[src/vit_defines.vh]
// Constants of the vectored interrupt table: offsets, fields, resets, vectors
`ifndef VIT_DEFINES_VH
`define VIT_DEFINES_VH

// ====================================================================
// Register byte offsets
`define VIT_OFS_REQ      12'h000
`define VIT_OFS_MASK     12'h004
`define VIT_OFS_PRIO     12'h008
`define VIT_OFS_EDGE     12'h00c
`define VIT_OFS_CTRL     12'h010
`define VIT_OFS_VEC      12'h014

// ====================================================================
// Source counts and flag positions
`define VIT_NMSK         19
`define VIT_NFLG         21
`define VIT_NEXT         7
`define VIT_BIT_WDT      0
`define VIT_BIT_EXT0     1
`define VIT_BIT_EXT3     4
`define VIT_BIT_CSI0     8
`define VIT_BIT_CSI1     9
`define VIT_BIT_RXERR    10
`define VIT_BIT_RX2      11
`define VIT_BIT_TX2      12
`define VIT_BIT_WTINT    13
`define VIT_BIT_CC0      14
`define VIT_BIT_CC1      15
`define VIT_BIT_TM8A     16
`define VIT_BIT_TM8B     17
`define VIT_BIT_CONV     18
`define VIT_BIT_WTOVF    19
`define VIT_BIT_KEY      20

// ====================================================================
// Reset values
`define VIT_RST_REQ      21'h000000
`define VIT_RST_MASK     21'h1fffff
`define VIT_RST_PRIO     19'h7ffff
`define VIT_RST_EDGE     7'h00
`define VIT_RST_CTRL     2'h0

// ====================================================================
// Watchdog modes
`define VIT_WDT_INTERVAL 2'h0
`define VIT_WDT_NMI      2'h1
`define VIT_WDT_RESET    2'h2

// ====================================================================
// Vectors
`define VIT_VEC_RESTART  16'h0000
`define VIT_VEC_WDT      16'h0004
`define VIT_VEC_STEP     16'h0002

`endif

[src/vit_edge.v]
// Per-bit edge detector for synchronous port inputs
`timescale 1ns/100ps
`default_nettype none

module vit_edge #(
  parameter W = 7
) (
  // Clock and reset
  input  wire         pclk,
  input  wire         presetn,
  // Lines
  input  wire [W-1:0] sig_in,
  input  wire [W-1:0] fall_sel,
  output wire [W-1:0] edge_pulse
);

  reg [W-1:0] prev_r;

  always @(posedge pclk or negedge presetn) begin
    if (!presetn) begin
      prev_r <= {W{1'b0}};
    end else begin
      prev_r <= sig_in;
    end
  end

  genvar i;
  generate
    for (i = 0; i < W; i = i + 1) begin : g_bit
      assign edge_pulse[i] = fall_sel[i] ? (prev_r[i] & ~sig_in[i])
                                         : (~prev_r[i] & sig_in[i]);
    end
  endgenerate

endmodule

`default_nettype wire

[src/vit_top.v]
// Interrupt request, mask, priority and vector selection with APB access
//
// Implementation choices: the APB register port and the placing of the registers.
`timescale 1ns/100ps
`default_nettype none
`include "vit_defines.vh"

// Notes on behaviour
// - Reset or watchdog reset mode restarts 0000.
// - NMI mode watchdog sets flag, vector 0004.
// - Interval mode watchdog is maskable on 0004.
// - External edges zero to six, 0006-0012.
// - Up/down match shares external three flags.
// - Clocked serial zero/one request 0014/0016.
// - Async reception error requests 0018 separately.
// - Async rx and three-wire share 001A.
// - Async transmission end requests 001C.
// - Watch interval signal requests 001E.
// - Timer16 capture/compare requests 0020, 0022.
// - Timer8 matches request 0024 and 0026.
// - Conversion done requests 0028.
// - Equal priority resolved by source order.
// - Test sources never vector, may wake.
// - Watch overflow is masked test source.
// - Key-return falling edge is test source.
// - Mask flags reset to all ones.
// - Priority flags reset to all ones.
// - Request flags reset to zero.
module vit_top (
  // APB slave
  input  wire        pclk,
  input  wire        presetn,
  input  wire        psel,
  input  wire        penable,
  input  wire        pwrite,
  input  wire [11:0] paddr,
  input  wire [31:0] pwdata,
  output wire        pready,
  output wire        pslverr,
  output reg  [31:0] prdata,
  // Event sources, one-cycle pulses
  input  wire        watchdog_irq,
  input  wire        updown_match_irq,
  input  wire        csync0_done_irq,
  input  wire        csync1_done_irq,
  input  wire        async_rx_error_irq,
  input  wire        async_rx_done_irq,
  input  wire        threewire2_done_irq,
  input  wire        async_tx_done_irq,
  input  wire        watch_interval_irq,
  input  wire        timer16_cc0_irq,
  input  wire        timer16_cc1_irq,
  input  wire        timer8a_match_irq,
  input  wire        timer8b_match_irq,
  input  wire        conv_done_irq,
  input  wire        watch_overflow_test,
  // Port levels
  input  wire [6:0]  ext_pins,
  input  wire        key_return_test,
  // Processor core side
  input  wire        int_ack,
  input  wire        nmi_ack,
  output wire        int_pending,
  output wire        nmi_pending,
  output reg         core_restart,
  output reg  [15:0] vector_addr,
  output wire        standby_wake
);

  localparam NM = `VIT_NMSK;
  localparam NF = `VIT_NFLG;

  // ==================================================================
  // Flag state
  reg  [NF-1:0] request_flags_r;
  reg  [NF-1:0] request_flags_nxt;
  reg  [NF-1:0] mask_flags_r;
  reg  [NM-1:0] priority_flags_r;
  reg  [6:0]    edge_fall_r;
  reg  [1:0]    wdt_mode_r;
  reg  [4:0]    sel_idx_r;
  reg           sel_vld_r;

  wire [NF-1:0] ev_set;
  wire [6:0]    ext_edge;
  wire          key_edge;
  wire          wr_en;
  wire          rd_en;
  wire          known;

  // ==================================================================
  // Edge detection on port inputs
  // ext edge detect
  vit_edge #(
    .W (7)
  ) u_ext_edge (
    .pclk       (pclk),
    .presetn    (presetn),
    .sig_in     (ext_pins),
    .fall_sel   (edge_fall_r),
    .edge_pulse (ext_edge)
  );

  vit_edge #(
    .W (1)
  ) u_key_edge (
    .pclk       (pclk),
    .presetn    (presetn),
    .sig_in     (key_return_test),
    .fall_sel   (1'b1),
    .edge_pulse (key_edge)
  );

  // ==================================================================
  // Source mapping onto request flags
  // watchdog sets flag unless reset mode
  assign ev_set[`VIT_BIT_WDT]   = watchdog_irq & (wdt_mode_r != `VIT_WDT_RESET);
  assign ev_set[`VIT_BIT_EXT0]  = ext_edge[0];
  assign ev_set[2]              = ext_edge[1];
  assign ev_set[3]              = ext_edge[2];
  assign ev_set[`VIT_BIT_EXT3]  = ext_edge[3] | updown_match_irq;
  assign ev_set[5]              = ext_edge[4];
  assign ev_set[6]              = ext_edge[5];
  assign ev_set[7]              = ext_edge[6];
  assign ev_set[`VIT_BIT_CSI0]  = csync0_done_irq;
  assign ev_set[`VIT_BIT_CSI1]  = csync1_done_irq;
  assign ev_set[`VIT_BIT_RXERR] = async_rx_error_irq;
  assign ev_set[`VIT_BIT_RX2]   = async_rx_done_irq | threewire2_done_irq;
  assign ev_set[`VIT_BIT_TX2]   = async_tx_done_irq;
  assign ev_set[`VIT_BIT_WTINT] = watch_interval_irq;
  assign ev_set[`VIT_BIT_CC0]   = timer16_cc0_irq;
  assign ev_set[`VIT_BIT_CC1]   = timer16_cc1_irq;
  assign ev_set[`VIT_BIT_TM8A]  = timer8a_match_irq;
  assign ev_set[`VIT_BIT_TM8B]  = timer8b_match_irq;
  assign ev_set[`VIT_BIT_CONV]  = conv_done_irq;
  assign ev_set[`VIT_BIT_WTOVF] = watch_overflow_test;
  assign ev_set[`VIT_BIT_KEY]   = key_edge;

  // ==================================================================
  // APB decode
  assign pready = 1'b1;
  assign wr_en  = psel & penable & pwrite;
  assign rd_en  = psel & penable & ~pwrite;
  assign known  = (paddr == `VIT_OFS_REQ)  | (paddr == `VIT_OFS_MASK) |
                  (paddr == `VIT_OFS_PRIO) | (paddr == `VIT_OFS_EDGE) |
                  (paddr == `VIT_OFS_CTRL) | (paddr == `VIT_OFS_VEC);
  assign pslverr = psel & penable & ~known;

  // Bus fields come in as arguments: @* does not see names read inside a function
  function hit;
    input        en;
    input [11:0] a;
    input [11:0] ofs;
    begin
      hit = en & (a == ofs);
    end
  endfunction

  // ==================================================================
  // Priority selection
  wire          nmi_mode;
  wire [NM-1:0] live;
  wire [NM-1:0] live_hi;
  wire          any_hi;
  wire [4:0]    idx_hi;
  wire [4:0]    idx_lo;
  wire [4:0]    pick;
  wire          pick_vld;
  wire [NF-1:0] served;

  assign nmi_mode = (wdt_mode_r == `VIT_WDT_NMI);

  assign live = request_flags_r[NM-1:0] & ~mask_flags_r[NM-1:0] &
                ~({{(NM-1){1'b0}}, nmi_mode});
  assign live_hi = live & ~priority_flags_r;
  assign any_hi  = |live_hi;

  // Lowest index wins, matching default order
  function [4:0] first_set;
    input [NM-1:0] v;
    integer k;
    begin
      first_set = 5'h00;
      for (k = NM - 1; k >= 0; k = k - 1) begin
        if (v[k]) begin
          first_set = k[4:0];
        end
      end
    end
  endfunction

  assign idx_hi   = first_set(live_hi);
  assign idx_lo   = first_set(live);
  // cleared priority first, then source order
  assign pick     = any_hi ? idx_hi : idx_lo;
  assign pick_vld = |live;

  assign nmi_pending = nmi_mode & request_flags_r[`VIT_BIT_WDT];
  assign int_pending = sel_vld_r;

  // wake on any unmasked flag, test sources too
  assign standby_wake = |(request_flags_r & ~mask_flags_r);

  // Acknowledge clears the presented source
  genvar g;
  generate
    for (g = 0; g < NF; g = g + 1) begin : g_srv
      if (g < NM) begin : g_m
        assign served[g] = (int_ack & sel_vld_r & (sel_idx_r == g)) |
                           ((g == `VIT_BIT_WDT) & nmi_ack & nmi_mode);
      end else begin : g_t
        assign served[g] = 1'b0;
      end
    end
  endgenerate

  // ==================================================================
  // Request flag next state: set beats clear
  always @* begin
    request_flags_nxt = request_flags_r & ~served;
    if (hit(wr_en, paddr, `VIT_OFS_REQ)) begin
      request_flags_nxt = pwdata[NF-1:0];
    end
    request_flags_nxt = request_flags_nxt | ev_set;
  end

  // ==================================================================
  // Registers
  // reset values
  always @(posedge pclk or negedge presetn) begin
    if (!presetn) begin
      request_flags_r  <= `VIT_RST_REQ;
      mask_flags_r     <= `VIT_RST_MASK;
      priority_flags_r <= `VIT_RST_PRIO;
      edge_fall_r      <= `VIT_RST_EDGE;
      wdt_mode_r       <= `VIT_RST_CTRL;
    end else begin
      request_flags_r <= request_flags_nxt;
      if (hit(wr_en, paddr, `VIT_OFS_MASK)) begin
        mask_flags_r <= pwdata[NF-1:0];
      end
      if (hit(wr_en, paddr, `VIT_OFS_PRIO)) begin
        priority_flags_r <= pwdata[NM-1:0];
      end
      if (hit(wr_en, paddr, `VIT_OFS_EDGE)) begin
        edge_fall_r <= pwdata[6:0];
      end
      if (hit(wr_en, paddr, `VIT_OFS_CTRL)) begin
        wdt_mode_r <= pwdata[1:0];
      end
    end
  end

  // ==================================================================
  // Vector output toward the core
  // restart through 0000 after reset or watchdog reset
  always @(posedge pclk or negedge presetn) begin
    if (!presetn) begin
      core_restart <= 1'b1;
      vector_addr  <= `VIT_VEC_RESTART;
      sel_idx_r    <= 5'h00;
      sel_vld_r    <= 1'b0;
    end else begin
      core_restart <= watchdog_irq & (wdt_mode_r == `VIT_WDT_RESET);
      sel_idx_r    <= pick;
      // Pick drops at once after an ack so no double service
      sel_vld_r    <= pick_vld & ~(int_ack & sel_vld_r & (pick == sel_idx_r));
      if (watchdog_irq & (wdt_mode_r == `VIT_WDT_RESET)) begin
        vector_addr <= `VIT_VEC_RESTART;
      end else if (nmi_pending) begin
        vector_addr <= `VIT_VEC_WDT;
      end else if (pick_vld) begin
        // vectors two bytes apart by source order
        vector_addr <= `VIT_VEC_WDT + {10'h000, pick, 1'b0};
      end
    end
  end

  // ==================================================================
  // Read mux; unused high bits read zero
  // test flags visible for software
  always @* begin
    prdata = 32'h00000000;
    if (rd_en) begin
      case (paddr)
        `VIT_OFS_REQ:  prdata = {11'h000, request_flags_r};
        `VIT_OFS_MASK: prdata = {11'h000, mask_flags_r};
        `VIT_OFS_PRIO: prdata = {13'h0000, priority_flags_r};
        `VIT_OFS_EDGE: prdata = {25'h0000000, edge_fall_r};
        `VIT_OFS_CTRL: prdata = {30'h00000000, wdt_mode_r};
        `VIT_OFS_VEC:  prdata = {13'h0000, standby_wake, nmi_pending,
                                 sel_vld_r, vector_addr};
        default:       prdata = 32'h00000000;
      endcase
    end
  end

endmodule

`default_nettype wire

[config.mk]
export PLATFORM = sky130hd
export DESIGN_NAME = vit_top
export DESIGN_NICKNAME = d
export VERILOG_FILES = /design/src/vit_edge.v /design/src/vit_top.v
export VERILOG_INCLUDE_DIRS = /design/src
export SDC_FILE = /design/constraint.sdc
export NUM_CORES = 1
export LEC_CHECK = 0
export ABC_AREA = 1
export BUFFER_PORTS_ARGS = -buffer_cell sky130_fd_sc_hd__buf_4
export CAP_MARGIN = 20
export CORE_MARGIN = 2
export CORE_UTILIZATION = 58
export CTS_BUF_LIST = sky130_fd_sc_hd__clkbuf_4 sky130_fd_sc_hd__clkbuf_8 sky130_fd_sc_hd__clkbuf_16
export DETAILED_ROUTE_END_ITERATION = 12
export PLACE_DENSITY = 0.85
export SYNTH_ARGS = -nofsm -noshare
export SYNTH_HDL_FRONTEND = slang
export SYNTH_SLANG_ARGS = --single-unit
[constraint.sdc]
create_clock -name pclk -period 3.2 [get_ports pclk]
set_input_delay 0.16 -clock pclk [delete_from_list [all_inputs] [get_ports pclk]]
set_output_delay 0.16 -clock pclk [all_outputs]
set_load 0.02 [all_outputs]
Word-level counts from Yosys, hierarchy flattened
Index checks and enable logic that the tools add are counted.
{ "totals": {"elab_cells": 184, "inputBits": 74, "output_inout_bits": 54, "register_bits": 101} }
{ "classes": {"n_eq_ne": 27, "bitwise_logic": 87, "reduce_logical": 6, "n_addsub": 1, "n_mux": 52} }
{ "ops": {"columns": ["cell", "n"], "rows": [
  ["5-bit 2-to-1 mux", 39],
  ["21-bit case mux with 6 select lines", 1],
  ["19-bit AND", 3],
  ["1-bit AND", 50],
  ["16-bit 2-to-1 mux", 3],
  ["21-bit AND", 2],
  ["5-bit by 4-bit == test with 1-bit output, second input constant", 8],
  ["19-bit NOT", 2],
  ["19-bit OR reduction", 2],
  ["32-bit 2-to-1 mux", 1],
  ["12-bit by 4-bit == test with 1-bit output, second input constant", 2],
  ["12-bit by 5-bit == test with 1-bit output, second input constant", 2],
  ["21-bit 2-to-1 mux", 1],
  ["19-bit NOT with 21-bit output", 1],
  ["21-bit NOT", 1],
  ["21-bit bitwise OR", 1],
  ["21-bit OR reduction", 1],
  ["5-bit by 3-bit == test with 1-bit output, second input constant", 4],
  ["1-bit NOT with 19-bit output", 1],
  ["1-bit NOT", 18],
  ["5-bit == test, second input constant", 3],
  ["12-bit by 3-bit == test with 1-bit output, second input constant", 1],
  ["12-bit logical NOT", 1],
  ["5-bit by 2-bit == test with 1-bit output, second input constant", 2],
  ["10 further kinds", 23]
]} }

Depth between registers and ports, before layout
Gate-level depths: netlist of the first run.
{ "logic_depth": {"ltp_word": 28, "depth_mapped": 25, "ltp_nobuf": 25} }

By module
Synthesis of the first run repeated with hierarchy kept, for this count alone.
{ "hier_totals": {"cells_unflattened": 737, "area_unflattened_um2": 5461.5} }
{ "by_module_without_submodules": {"columns": ["mod", "seq_area_each_um2", "area_per_inst_um2", "instances", "cells_each"], "rows": [
  ["vit_top", 2128.3, 5061.1, 1, 681],
  ["vit_edge (u_ext_edge)", 175.2, 350.3, 1, 49],
  ["vit_edge (u_key_edge)", 25.0, 50.0, 1, 7]
]} }

Least setup slack after synthesis of the first run
Ideal clock, no wire load.
{ "synth_path": {"kind": "reg-to-reg", "startpoint": "register mask_flags_r[8]", "endpoint": "register vector_addr[3]", "setup_ps": 121, "arrival_time_ps": 1991, "synth_period_minus_slack_ps": 2112, "path_buffers": 0, "path_stages_with_launch": 14, "required_ps": 3079, "path_slack_ps": 1088, "cell_sequence": "dfstp_2 -> or2_4 -> or2_1 -> nand2_2 -> nor2_2 -> nand3_2 -> nor2_2 -> nand2_2 -> nor2_1 -> o21ai_1 -> and2_4 -> inv_1 -> ha_1 -> a22o_1"} }
{ "synth_via": {"elab_chain_len": 18, "elab_cells_between_ends": 30, "classes_between": "1 x add/sub; 22 x mux; 4 x bitwise; 3 x reduce/logical"} }
{ "synth_rtl": {"columns": ["item", "line", "rtl"], "rows": [
  ["from (decl)", "vit_top.v:77", "reg [NF-1:0] mask_flags_r;"],
  ["from (signal assigned)", "vit_top.v:233", "mask_flags_r <= `VIT_RST_MASK;"],
  ["from (signal assigned)", "vit_top.v:240", "mask_flags_r <= pwdata[NF-1:0];"],
  ["19-bit NOT *", "vit_top.v:173", "assign live = request_flags_r[NM-1:0] & ~mask_flags_r[NM-1:0] &"],
  ["19-bit AND * (2 in series)", "vit_top.v:173", null],
  ["19-bit AND", "vit_top.v:175", "assign live_hi = live & ~priority_flags_r;"],
  ["5-bit 2-to-1 mux (9 in series)", "vit_top.v:185", "if (v[k]) begin"],
  ["5-bit 2-to-1 mux *", "vit_top.v:195", "assign pick = any_hi ? idx_hi : idx_lo;"],
  ["net pick[1]", "vit_top.v:167", "wire [4:0] pick;"],
  ["3-bit by 6-bit adder with 7-bit output (no line) *", null, null],
  ["16-bit 2-to-1 mux *", "vit_top.v:272", "end else if (pick_vld) begin"],
  ["16-bit 2-to-1 mux *", "vit_top.v:270", "end else if (nmi_pending) begin"],
  ["16-bit 2-to-1 mux *", "vit_top.v:268", "if (watchdog_irq & (wdt_mode_r == `VIT_WDT_RESET)) begin"],
  ["to (signal assigned)", "vit_top.v:269", "vector_addr <= `VIT_VEC_RESTART;"],
  ["to (signal assigned)", "vit_top.v:271", "vector_addr <= `VIT_VEC_WDT;"],
  ["to (signal assigned)", "vit_top.v:274", "vector_addr <= `VIT_VEC_WDT + {10'h000, pick, 1'b0};"],
  ["to (decl)", "vit_top.v:66", "output reg [15:0] vector_addr,"]
]} }
The timed path passes the listed nets; every way through them passes the cells marked *. The select of a mux whose other input is x is not followed.
A chain may end at the register's enable or synchronous reset.

Worst setup path in the final report of the first run
{ "layout_path": {"startpoint": "register mask_flags_r[1]", "endpoint": "register vector_addr[3]"} }
{ "layout_via": {"elab_chain_len": 11, "elab_cells_between_ends": 16, "classes_between": "1 x add/sub; 8 x mux; 4 x bitwise; 3 x reduce/logical"} }
{ "layout_rtl": {"columns": ["item", "line"], "rows": [
  ["19-bit NOT *", "vit_top.v:173"],
  ["19-bit AND * (2 in series)", "vit_top.v:173"],
  ["parallel branches: the longest is 3 deep, another holds 19-bit AND", null],
  ["5-bit 2-to-1 mux *", "vit_top.v:195"],
  ["net pick[1]", "vit_top.v:167"],
  ["3-bit by 6-bit adder with 7-bit output (no line) *", null],
  ["16-bit 2-to-1 mux *", "vit_top.v:272"],
  ["16-bit 2-to-1 mux *", "vit_top.v:270"],
  ["16-bit 2-to-1 mux *", "vit_top.v:268"]
]} }
Mark *: on every way through the listed nets, which the timed path passes. The select of a mux whose other input is x is not followed.

==> results by group, run 1 <==
Critical path
  – Crit path from: mask_flags_r[1]
  – Critical path type: reg -> reg
  – Critical Path RT: 3.46 ns
  – Worst r2r src: mask_flags_r[1]
  – FF-to-FF path depth: 13
  – CP max FO: 5
  – Arrival time at the worst endpoint: 2.68 ns
  – CP Launch Type: flip-flop
  – Worst setup EP type: flip-flop

Floorplan
  – Starting Density: 60.5%
  – Num rows: 34
  – Die Y: 99.8 um
  – Die Width: 99.8 um
  – Die Area: 9970 um^2
  – Area of the core: 8810 um^2
  – # IOs: 128

Detailed routing
  – DR WL/cell: 16.5 um
  – First DRT Iteration DRCs: 335
  – WL final: 15.5 mm
  – Vias: 5,262
  – Drt via density: 5.62
  – Routed Antenna Nets: 0
  – Residual DRC count: 0
  – First-pass iteration count of the detailed router: 5

Place
  – RD Place Congestion: 0.938
  – Port bufs: 94
  – Hpwl dp: 11.3 mm

Yosys
  – Yosys cell types: 47
  – EDFF count, synth: 0
  – Yosys top cell area share: 23.5%
  – Ys Warns: 0
  – Seq cells post-synth: 91
  – Post-synthesis cell count: 703
  – Seq/Total Area, Yosys: 43.7%
  – Area contributors post-synth: dfrtp_1 (23%), dfstp_2 (20%), nand2_1 (13%)
  – Mapped Area: 5330 um^2
  – Ys async rst share: 100%
  – Cell taking the most area after synthesis: dfrtp_1
  – Primary FF master, synth: dfrtp_1
  – Average size of a mapped cell: 7.58 um^2

Global routing
  – First-pass GRT wire length: 24.6 mm
  – Total gr overflow: 0
  – Vias in the first global route: 4,945
  – Largest net degree at the start of global routing: 40
  – Initial antenna violation count: 0
  – Gr usage total: 31.9%

Finish
  – # diodes: 0
  – Share of layout cells above drive strength 1: 24.5%
  – Fillcell total: 687
  – Final #Nets: 899
  – Area delta synth->final: 22.3%
  – Core Util, Final: 74.0%

CTS
  – CTS tree: yes
  – Clock Path Buffers: 2
  – H-tree depth: 3
  – Clk sinks: 91
  – Root Buffer: clkbuf_8
  – Post_cts resized: 0
  – Clk Latency, worst-skew pair: 0.37 ns
  – Total CTS buffers: 9
  – Clk slew on worst S/H paths: 0.09 ns

Power and ir drop
  – PD cells: 339 nW/um^2
  – VDD IR max: 0.263 mV
  – Static leakage: 0.00295 uW

STA
  – Slew HR: 55.4%
  – Count of pins over their slew limit: 0
  – RSZ-0062 raised after global routing: no
  – Tmin final: 2.42 ns
  – Max Fclk: 0.413 GHz
  – TNS Setup: 0 ns
  – Fin crit share: 75.7%
  – Setup Skew: 0.00966 ns
  – Worst slew pin tran: 0.669 ns
  – Hold Vio Cnt, Final: 0
  – Final setup viols: 0

Min path
  – Hold path depth: 3
  – Type of the tightest min-delay check: in -> reg
  – Hold Crit Start: pwdata[2]

Run status
  – Status: finished clean

Flow run
  – Max Cap Viol: 0
[critical path, stage by stage, from the launching register on]
cell,delay [ns]
dfstp_2,0.54
inv_1,0.05
nand2_1,0.17
nor2_1,0.12
nor3_4,0.25
nand2_2,0.12
nor2_2,0.13
nand2_2,0.10
nor2_1,0.09
o21ai_1,0.07
and2_4,0.18
inv_1,0.07
ha_1,0.23
a22o_1,0.21
[cells in the mapped netlist (2+ instances only)]
cell and number:
nand3b_1 9, a21oi_1 13, o21ai_0 62, buf_4 22
nand3_1 19, inv_2 5, a221oi_1 16, o221ai_1 4
nor2_2 5, nand4_1 6, nor3_1 2, nand2_1 181
clkbuf_1 14, o21a_1 3, dfstp_2 41, or2_4 5
dfrtp_1 50, a31oi_1 7, inv_1 90, conb_1 2
a311o_1 2, nor2_1 73, or2_1 6, or2_2 6
o22ai_1 4, o21ai_1 7, o211ai_1 16, o21bai_1 2
nor3_2 2, nand2_2 9, buf_2 3, o2111ai_1 2
[through the flow]
stage	hold slack [ns]	cells	setup WS (ns)	power, uW	cell area, um^2
floorplan	-0.136	723	1.09	1340	5400
global placement	0.150	899	0.891	1450	6110
detailed placement	0.149	899	0.802	1450	6110
CTS	0.0000578	937	0.791	2220	6510
global route	0.00710	937	0.556	2300	6510
finish	0.0111	937	0.777	2210	6510
[per-layer routing]
layer,wire length (um),vias up,GRT usage (%)
met5,0,-,0
met1,6420,2444,44.4
li1,-,2486,-
met4,347,0,10.1
met3,1490,37,6.34
met2,7250,295,50.7
[area by class of cell]
cell class	instances	area (um^2)	area share (%)
clock inverters	6	47.5	0.730
multi-input cells	498	2480	38.1
well taps	108	135	2.07
flip-flops and latches	91	2330	35.7
repair buffers	129	1020	15.7
clock buffers	10	138	2.11
inverters	95	357	5.47
[flip-flops by register name, indices dropped and copies added, names as in the netlist]
signal             flops
u_ext_edge.prev_r      7
sel_idx_r              5
wdt_mode_r             2
priority_flags_r      19
int_pending            1
mask_flags_r          21
vector_addr            6
request_flags_r       21
u_key_edge.prev_r      1
core_restart           1
edge_fall_r            7
[kinds of logic after synthesis]
| family | share of synthesized area (%) |
|---|---|
| adder cells (fa/ha/maj) | 0.235 |
| buffers and inverters | 11.1 |
| multiplexers | 0.211 |
| flip-flops | 43.7 |
| other | 0.141 |
| AO/OA/AOI/OAI | 17.3 |
| AND/OR/NAND/NOR | 27.0 |
| XOR/XNOR | 0.329 |
[cell usage in the layout (no fill, tap or decap), drive strengths merged, types with 2 or more instances in the layout]
cell and instances:
a21oi 14, a221oi 16, a311o 2, a31oi 7, buf 107, clkbuf 10
clkinv 2, conb 22, dfrtp 50, dfstp 41, dlygate4sd3 22, inv 98
nand2 190, nand3 20, nand3b 9, nand4 6, nor2 78, nor3 5
o2111ai 2, o211ai 16, o21a 3, o21ai 70, o21bai 2, o221ai 4
o22ai 4, or2 17
[final timing paths]
path / slack (ns) / to
setup reg to reg: 0.78 / vector_addr[3]
max in group asynchronous: 2.12 / mask_flags_r[17]
hold reg to reg: 0.49 / priority_flags_r[11]
setup / recovery: 0.78 / vector_addr[3]
min in group asynchronous: 0.28 / request_flags_r[8]
hold / removal: 0.01 / request_flags_r[2]
[report_power, final]
part | switching [uW] | internal, uW
registers | 15.2 | 1170
clock network | 443 | 312
logic | 158 | 111
total | 616 | 1600
[repair_timing]
action                    in CTS  in global routing
buffers inserted               0                  0
hold buffers                  22                  0
hold endpoints to repair      41                  0
No activity file was read; power rests on OpenSTA's default activity.
==> run 2, diff against run 1 <==
--- a/config.mk
+++ b/config.mk
@@ -6,14 +6,14 @@
 export SDC_FILE = /design/constraint.sdc
 export NUM_CORES = 1
 export LEC_CHECK = 0
-export ABC_AREA = 1
+export ABC_AREA = 0
 export BUFFER_PORTS_ARGS = -buffer_cell sky130_fd_sc_hd__buf_4
 export CAP_MARGIN = 20
 export CORE_MARGIN = 2
-export CORE_UTILIZATION = 58
+export CORE_UTILIZATION = 55
 export CTS_BUF_LIST = sky130_fd_sc_hd__clkbuf_4 sky130_fd_sc_hd__clkbuf_8 sky130_fd_sc_hd__clkbuf_16
 export DETAILED_ROUTE_END_ITERATION = 12
-export PLACE_DENSITY = 0.85
+export PLACE_DENSITY = 0.81
 export SYNTH_ARGS = -nofsm -noshare
 export SYNTH_HDL_FRONTEND = slang
 export SYNTH_SLANG_ARGS = --single-unit
==> constraint.sdc (replaced) <==
create_clock -name pclk -period 2.3 [get_ports pclk]
set_input_delay 0.115 -clock pclk [delete_from_list [all_inputs] [get_ports pclk]]
set_output_delay 0.115 -clock pclk [all_outputs]
set_load 0.02 [all_outputs]
==> run 2 against run 1 <==
Compared with the run above:
- register-to-register slack worse by 1.1 ns
- clock skew is 0.0096 ns higher
- count of clock-buffer cells in the layout increased by 2
- first-iteration DRC count rose by 5.4%
- worst setup slack got worse by 1.1 ns
- critical endpoint is now prdata[18]
- cell area is 17% higher
- synthesized cell count decreased by 17%
- the run now ends with negative setup slack left
==> results by group, run 2 <==
Finish
  – Commonest cells after routing, fill and taps aside: buf_4 (180), nor2_1 (82), dfrtp_1 (50) (was nand2_1 (181), buf_4 (107), inv_1 (90))
  – Share of layout cells above drive strength 1: 39.0% (was 24.5%)
  – Final #Nets: 871 (was 899)
  – Area delta synth->final: 40.2% (was 22.3%)
  – Commonest non-fill, non-tap cell in the layout: buf_4 (was nand2_1)
  – # diodes: 0 (unchanged)
  – Fillcell total: 612 (was 687)
  – Largest regs: mask_flags_r: 21 flops, request_flags_r: 21 flops, priority_flags_r: 19 flops (unchanged)

Floorplan
  – Num rows: 36 (was 34)
  – Area of the core: 9680 um^2 (was 8810 um^2)
  – Die Width: 103 um (was 99.8 um)
  – Die Area: 10,700 um^2 (was 9970 um^2)
  – Starting Density: 56.2% (was 60.5%)
  – Die Y: 103 um (was 99.8 um)
  – # IOs: 128 (unchanged)

Yosys
  – Yosys top cell area share: 23.0% (was 23.5%)
  – Primary FF master, synth: dfrtp_1 (unchanged)
  – Area contributors post-synth: dfrtp_1 (23%), dfstp_2 (20%), mux2_2 (8.9%) (was dfrtp_1 (23%), dfstp_2 (20%), nand2_1 (13%))
  – Ys async rst share: 100% (unchanged)
  – Post-synthesis cell count: 580 (was 703)
  – Most common cell in the netlist: nor2_1 (was nand2_1)
  – Average size of a mapped cell: 9.38 um^2 (was 7.58 um^2)
  – Synth top cells by count: nor2_1 (82), dfrtp_1 (50), mux2_2 (43) (was nand2_1 (181), inv_1 (90), nor2_1 (73))
  – Yosys cell types: 64 (was 47)
  – EDFF count, synth: 0 (unchanged)
  – Cell taking the most area after synthesis: dfrtp_1 (unchanged)
  – Seq cells post-synth: 91 (unchanged)
  – Ys Warns: 0 (unchanged)
  – Mapped Area: 5440 um^2 (was 5330 um^2)
  – Seq/Total Area, Yosys: 42.8% (was 43.7%)

CTS
  – Clk slew on worst S/H paths: 0.10 ns (was 0.09 ns)
  – Clk sinks: 91 (unchanged)
  – Total CTS buffers: 9 (unchanged)
  – Clock Path Buffers: 2 (unchanged)
  – Root Buffer: clkbuf_8 (unchanged)
  – H-tree depth: 3 (unchanged)
  – Clk Latency, worst-skew pair: 0.38 ns (was 0.37 ns)
  – CTS tree: yes (unchanged)

Detailed routing
  – Residual DRC count: 0 (unchanged)
  – DR WL met3: 1.39 mm (was 1.49 mm)
  – Highest metal used: met4 (unchanged)
  – DR WL/cell: 19.0 um (was 16.5 um)
  – Routed Antenna Nets: 0 (unchanged)
  – Vias: 5,573 (was 5,262)
  – M1 WL: 6.83 mm (was 6.42 mm)
  – WL final: 17.7 mm (was 15.5 mm)
  – First-pass iteration count of the detailed router: 5 (unchanged)
  – First DRT Iteration DRCs: 353 (was 335)
  – Drt via density: 5.97 (was 5.62)
  – Met2 Wirelength: 8.63 mm (was 7.25 mm)

Critical path
  – Critical Path RT: 2.18 ns (was 3.46 ns)
  – Arrival time at the worst endpoint: 2.52 ns (was 2.68 ns)
  – Critical path type: reg -> out (was reg -> reg)
  – Worst setup EP type: output pin (was flip-flop)
  – CP Launch Type: flip-flop (unchanged)
  – CP max FO: 2 (was 5)

STA
  – Hold Worst Slack: 0.0154 ns (was 0.0111 ns)
  – Slew HR: 57.2% (was 55.4%)
  – RSZ-0062 raised after global routing: yes (was no)
  – Setup WS post-layout: -0.339 ns (was 0.777 ns)
  – Hold Vio Cnt, Final: 0 (unchanged)
  – Final setup viols: 8 (was 0)
  – TNS Setup: -1.77 ns (was 0 ns)
  – Setup Skew: 0.0192 ns (was 0.00966 ns)
  – Count of pins over their slew limit: 0 (unchanged)
  – Max Fclk: 0.379 GHz
  – Fin crit share: 115%
  – Tmin final: 2.64 ns
  – Worst slew pin tran: 0.641 ns (was 0.669 ns)

Global routing
  – Largest net degree at the start of global routing: 92 (was 40)
  – Gr usage total: 33.8% (was 31.9%)
  – Vias in the first global route: 5,555 (was 4,945)
  – Total gr overflow: 0 (unchanged)
  – First-pass GRT wire length: 27.3 mm (was 24.6 mm)
  – Initial antenna violation count: 0 (unchanged)

Run status
  – Status: finished with violations (was finished clean)
  – Failing checks: negative setup slack

Power and ir drop
  – PD cells: 429 nW/um^2 (was 339 nW/um^2)
  – Pwr Total: 3280 uW (was 2210 uW)
  – Static leakage: 0.00334 uW (was 0.00295 uW)
  – VDD IR max: 0.273 mV (was 0.263 mV)

Place
  – RD Place Congestion: 0.962 (was 0.938)
  – Hpwl dp: 12.0 mm (was 11.3 mm)
  – Port bufs: 94 (unchanged)

Min path
  – Type of the tightest min-delay check: in -> reg (unchanged)

Flow run
  – Max Cap Viol: 0 (unchanged)
[run 2: cell count changes in the layout (fill, tap and decap cells not counted), sizes merged, moves of 17 or more]
cell,before,now
a21oi,14,32
buf,107,186
dlygate4sd3,22,47
inv,98,11
mux2,1,50
nand2,190,39
nand2b,0,21
nor2b,0,17
o21ai,70,25
[run 2: power breakdown]
part           internal [uW]  switching [uW]
combinational            248             308
sequential              1640            46.8
clock                    446             582
[run 2: layout make-up]
| type | count | area, um^2 | share of cell area (%) |
|---|---|---|---|
| repair buffers | 233 | 1920 | 25.1 |
| inverters | 11 | 41.3 | 0.541 |
| multi-input cells | 450 | 3000 | 39.3 |
| clock inverters | 4 | 26.3 | 0.344 |
| flip-flops and latches | 91 | 2330 | 30.5 |
| well taps | 133 | 166 | 2.18 |
| clock buffers | 12 | 153 | 2.00 |
[run 2: final timing paths]
| kind | startpoint | end | depth (start not counted) | slack, ns |
|---|---|---|---|---|
| min reg2reg | u_key_edge.prev_r | request_flags_r[20] | 2 | 0.51 |
| min in group asynchronous | presetn | u_ext_edge.prev_r[5] | 3 | 0.32 |
| min | pwdata[1] | priority_flags_r[1] | 2 | 0.02 |
| max | mask_flags_r[7] | prdata[18] | 8 | -0.34 |
| max reg2reg | mask_flags_r[7] | int_pending | 11 | -0.31 |
| max in group asynchronous | presetn | core_restart | 3 | 1.57 |
[run 2: through the flow]
| step | setup slack [ns] | utilization (%) | cells | instance area (um^2) |
|---|---|---|---|---|
| 2_1_floorplan | -0.111 | - | 600 | 5520 |
| 6_report | -0.339 | 78.8 | 934 | 7630 |
| 3_5_place_dp | -0.211 | 69.8 | 858 | 6760 |
| 4_1_cts | -0.352 | 77.5 | 927 | 7510 |
| 3_3_place_gp | -0.142 | 69.8 | 858 | 6760 |
| 5_1_grt | -0.424 | 78.8 | 934 | 7630 |
[run 2: timing repair]
action / 4_1_cts / 5_1_grt
resized for setup: 12 / 14
hold buffers: 47 / 0
endpoints found under the hold margin: 107 / 0
setup buffers: 8 / 8
setup endpoints to repair: 6 / 16
pin swaps: 17 / 12
[run 2: cell families after synthesis]
group	after synthesis	share of synthesized area, %
simple gates	229	21.6
compound gates	134	16.7
flops	91	42.8
mux	59	12.0
buf+inv	59	5.73
xor+xnor	5	0.805
other cells	2	0.138
fa+ha+maj	1	0.230
[run 2: metal layers]
layer / GRT usage, % / vias up
met5: 0 / -
met4: 21.1 / 0
met3: 4.77 / 64
met2: 55.4 / 319
met1: 42.2 / 2705
li1: - / 2485
[run 2: critical path: stages (launching register included)]
cell and delay [ns]:
dfstp_2 0.55, nor2b_2 0.05, or4_4 0.57, a2111oi_4 0.22
nand4b_1 0.20, a22o_1 0.22, a21oi_1 0.12, nor2_1 0.07
buf_4 0.16
==> run 3, diff against run 2 <==
--- a/config.mk
+++ b/config.mk
@@ -14,6 +14,7 @@
 export CTS_BUF_LIST = sky130_fd_sc_hd__clkbuf_4 sky130_fd_sc_hd__clkbuf_8 sky130_fd_sc_hd__clkbuf_16
 export DETAILED_ROUTE_END_ITERATION = 12
 export PLACE_DENSITY = 0.81
+export SKIP_LAST_GASP = 1
 export SYNTH_ARGS = -nofsm -noshare
 export SYNTH_HDL_FRONTEND = slang
 export SYNTH_SLANG_ARGS = --single-unit
==> run 3 against run 2 <==
Compared with the run above:
- largest power group unchanged
- the flow still finishes with violations (negative setup slack)
- critical endpoint unchanged
- clock power about the same
- cell count is 0.21% lower
- global-route usage unchanged
==> results by group, run 3 (synthesis results as in run 2) <==
Run status
  – Status: finished with violations (unchanged)
  – Failing checks: negative setup slack (unchanged)

STA
  – Final setup viols: 7 (was 8)
  – Max Fclk: 0.375 GHz (was 0.379 GHz)
  – RSZ-0062 raised after global routing: yes (unchanged)
  – Setup WS post-layout: -0.370 ns (was -0.339 ns)
  – Count of pins over their slew limit: 0 (unchanged)
  – TNS Setup: -1.13 ns (was -1.77 ns)
  – Tmin final: 2.67 ns (was 2.64 ns)
  – Hold Vio Cnt, Final: 0 (unchanged)
  – Fin crit share: 116% (was 115%)
  – Setup Skew: 0.0171 ns (was 0.0192 ns)

Power and ir drop
  – Sw Pwr: 942 uW (was 937 uW)
  – Pwr Total: 3280 uW (about the same)
  – PD cells: 431 nW/um^2 (was 429 nW/um^2)
  – Sequential group share of total power: 51.6% (about the same)
  – Comb power frac: 17.0% (about the same)
  – VDD IR max: 0.272 mV (was 0.273 mV)
  – Clk pwr share: 31.4% (about the same)
  – Switching Share: 28.7% (was 28.6%)
  – Pint: 2340 uW (about the same)
  – Static leakage: 0.00333 uW (was 0.00334 uW)

Detailed routing
  – M1 WL: 7.00 mm (was 6.83 mm)
  – WL final: 17.8 mm (was 17.7 mm)
  – Residual DRC count: 0 (unchanged)
  – DR WL met3: 1.36 mm (was 1.39 mm)
  – Vias: 5,586 (was 5,573)
  – Met2 Wirelength: 8.62 mm (was 8.63 mm)
  – Routed Antenna Nets: 0 (unchanged)
  – First-pass iteration count of the detailed router: 5 (unchanged)
  – Highest metal used: met4 (unchanged)
  – Drt via density: 5.99 (was 5.97)
  – DR WL/cell: 19.1 um (was 19.0 um)
  – First DRT Iteration DRCs: 377 (was 353)

Critical path
  – Worst setup EP type: output pin (unchanged)
  – CP max FO: 2 (unchanged)
  – Arrival time at the worst endpoint: 2.56 ns (was 2.52 ns)
  – Critical Path RT: 2.18 ns (about the same)
  – CP Launch Type: flip-flop (unchanged)
  – Critical path type: reg -> out (unchanged)

Global routing
  – Total gr overflow: 0 (unchanged)
  – Largest net degree at the start of global routing: 92 (unchanged)
  – First-pass GRT wire length: 27.3 mm (unchanged)
  – Initial antenna violation count: 0 (unchanged)
  – Gr usage total: 33.8% (unchanged)
  – Vias in the first global route: 5,556 (was 5,555)

Finish
  – Largest regs: mask_flags_r: 21 flops, request_flags_r: 21 flops, priority_flags_r: 19 flops (unchanged)
  – Post-Layout Cell Count: 932 (was 934)
  – Share of layout cells above drive strength 1: 38.4% (was 39.0%)
  – Area delta synth->final: 39.7% (was 40.2%)
  – # diodes: 0 (unchanged)
  – Commonest non-fill, non-tap cell in the layout: buf_4 (unchanged)
  – Commonest cells after routing, fill and taps aside: buf_4 (177), nor2_1 (82), dfrtp_1 (50) (was buf_4 (180), nor2_1 (82), dfrtp_1 (50))
  – Fillcell total: 617 (was 612)
  – Core Util, Final: 78.5% (was 78.8%)
  – Final #Nets: 869 (was 871)

Place
  – Dpl cells: 858 (unchanged)
  – RD Place Congestion: 0.962 (unchanged)
  – Hpwl dp: 12.0 mm (unchanged)
  – Port bufs: 94 (unchanged)

CTS
  – Clock Path Buffers: 2 (unchanged)
  – Clk sinks: 91 (unchanged)
  – Total CTS buffers: 9 (unchanged)
  – Clk slew on worst S/H paths: 0.10 ns (about the same)
  – H-tree depth: 3 (unchanged)
  – CTS tree: yes (unchanged)
  – Clk Latency, worst-skew pair: 0.38 ns (about the same)
  – Root Buffer: clkbuf_8 (unchanged)

Floorplan
  – # IOs: 128 (unchanged)
  – Num rows: 36 (unchanged)
  – Die Width: 103 um (unchanged)
  – Starting Density: 56.2% (unchanged)
  – Die Area: 10,700 um^2 (unchanged)
  – Area of the core: 9680 um^2 (unchanged)
  – Die Y: 103 um (unchanged)

Flow run
  – Max Cap Viol: 0 (unchanged)

Min path
  – Type of the tightest min-delay check: in -> reg (unchanged)
run 3: layout make-up:
type | instances | area (um^2) | area share [%]
Multi-Input combinational cell | 450 | 2980 | 39.2
Sequential cell | 91 | 2330 | 30.6
Timing Repair Buffer | 231 | 1900 | 25.0
Tap cell | 133 | 166 | 2.19
Clock buffer | 12 | 153 | 2.01
Inverter | 11 | 41.3 | 0.543
Clock inverter | 4 | 26.3 | 0.346
run 3: repair_timing:
item,in CTS,in global routing
hold buffers,47,0
hold endpoints to repair,107,0
pin swaps,16,10
endpoints found under the setup margin,6,16
cloned,0,0
setup buffers,8,8
resized for setup,12,13
run 3: worst max-delay path, cell delays in order, from the launching register on:
cell and delay [ns]:
dfstp_2 0.57, nor2b_4 0.05, or4_4 0.56, a2111oi_4 0.21
nand4b_1 0.20, a22o_1 0.22, a21oi_1 0.14, nor2_1 0.06
buf_4 0.16
run 3: path summary, 6_finish.rpt:
path                              startpoint                    to  slack [ns]  depth (start not counted)
max                          mask_flags_r[4]            prdata[18]       -0.37                          8
min                                pwdata[1]   priority_flags_r[1]        0.02                          2
max reg2reg                  mask_flags_r[4]           int_pending       -0.29                          9
min reg2reg                u_key_edge.prev_r   request_flags_r[20]        0.51                          2
max in group asynchronous            presetn          core_restart        1.58                          3
min in group asynchronous            presetn  u_ext_edge.prev_r[5]        0.32                          3
run 3: power by group through the flow:
stage,registers [uW],logic (uW),clock network (uW)
after floorplan,1720,247,0
after global placement,1710,460,0
after detailed placement,1710,476,0
after CTS,1690,540,1040
after global routing,1700,605,1100
final,1690,559,1030
run 3: metrics by stage:
stage               setup slack, ns  instance area (um^2)  hold WS [ns]
floorplan                    -0.111                  5520        -0.181
global placement             -0.142                  6760         0.194
detailed placement           -0.211                  6760         0.196
CTS                          -0.352                  7510       0.00182
global route                 -0.448                  7600        0.0176
finish                       -0.370                  7600        0.0177
run 3: metal layers:
metal / GRT usage [%] / vias up
met5: 0 / -
met4: 21.1 / 0
met3: 4.77 / 61
met2: 55.4 / 321
met1: 42.2 / 2728
li1: - / 2476
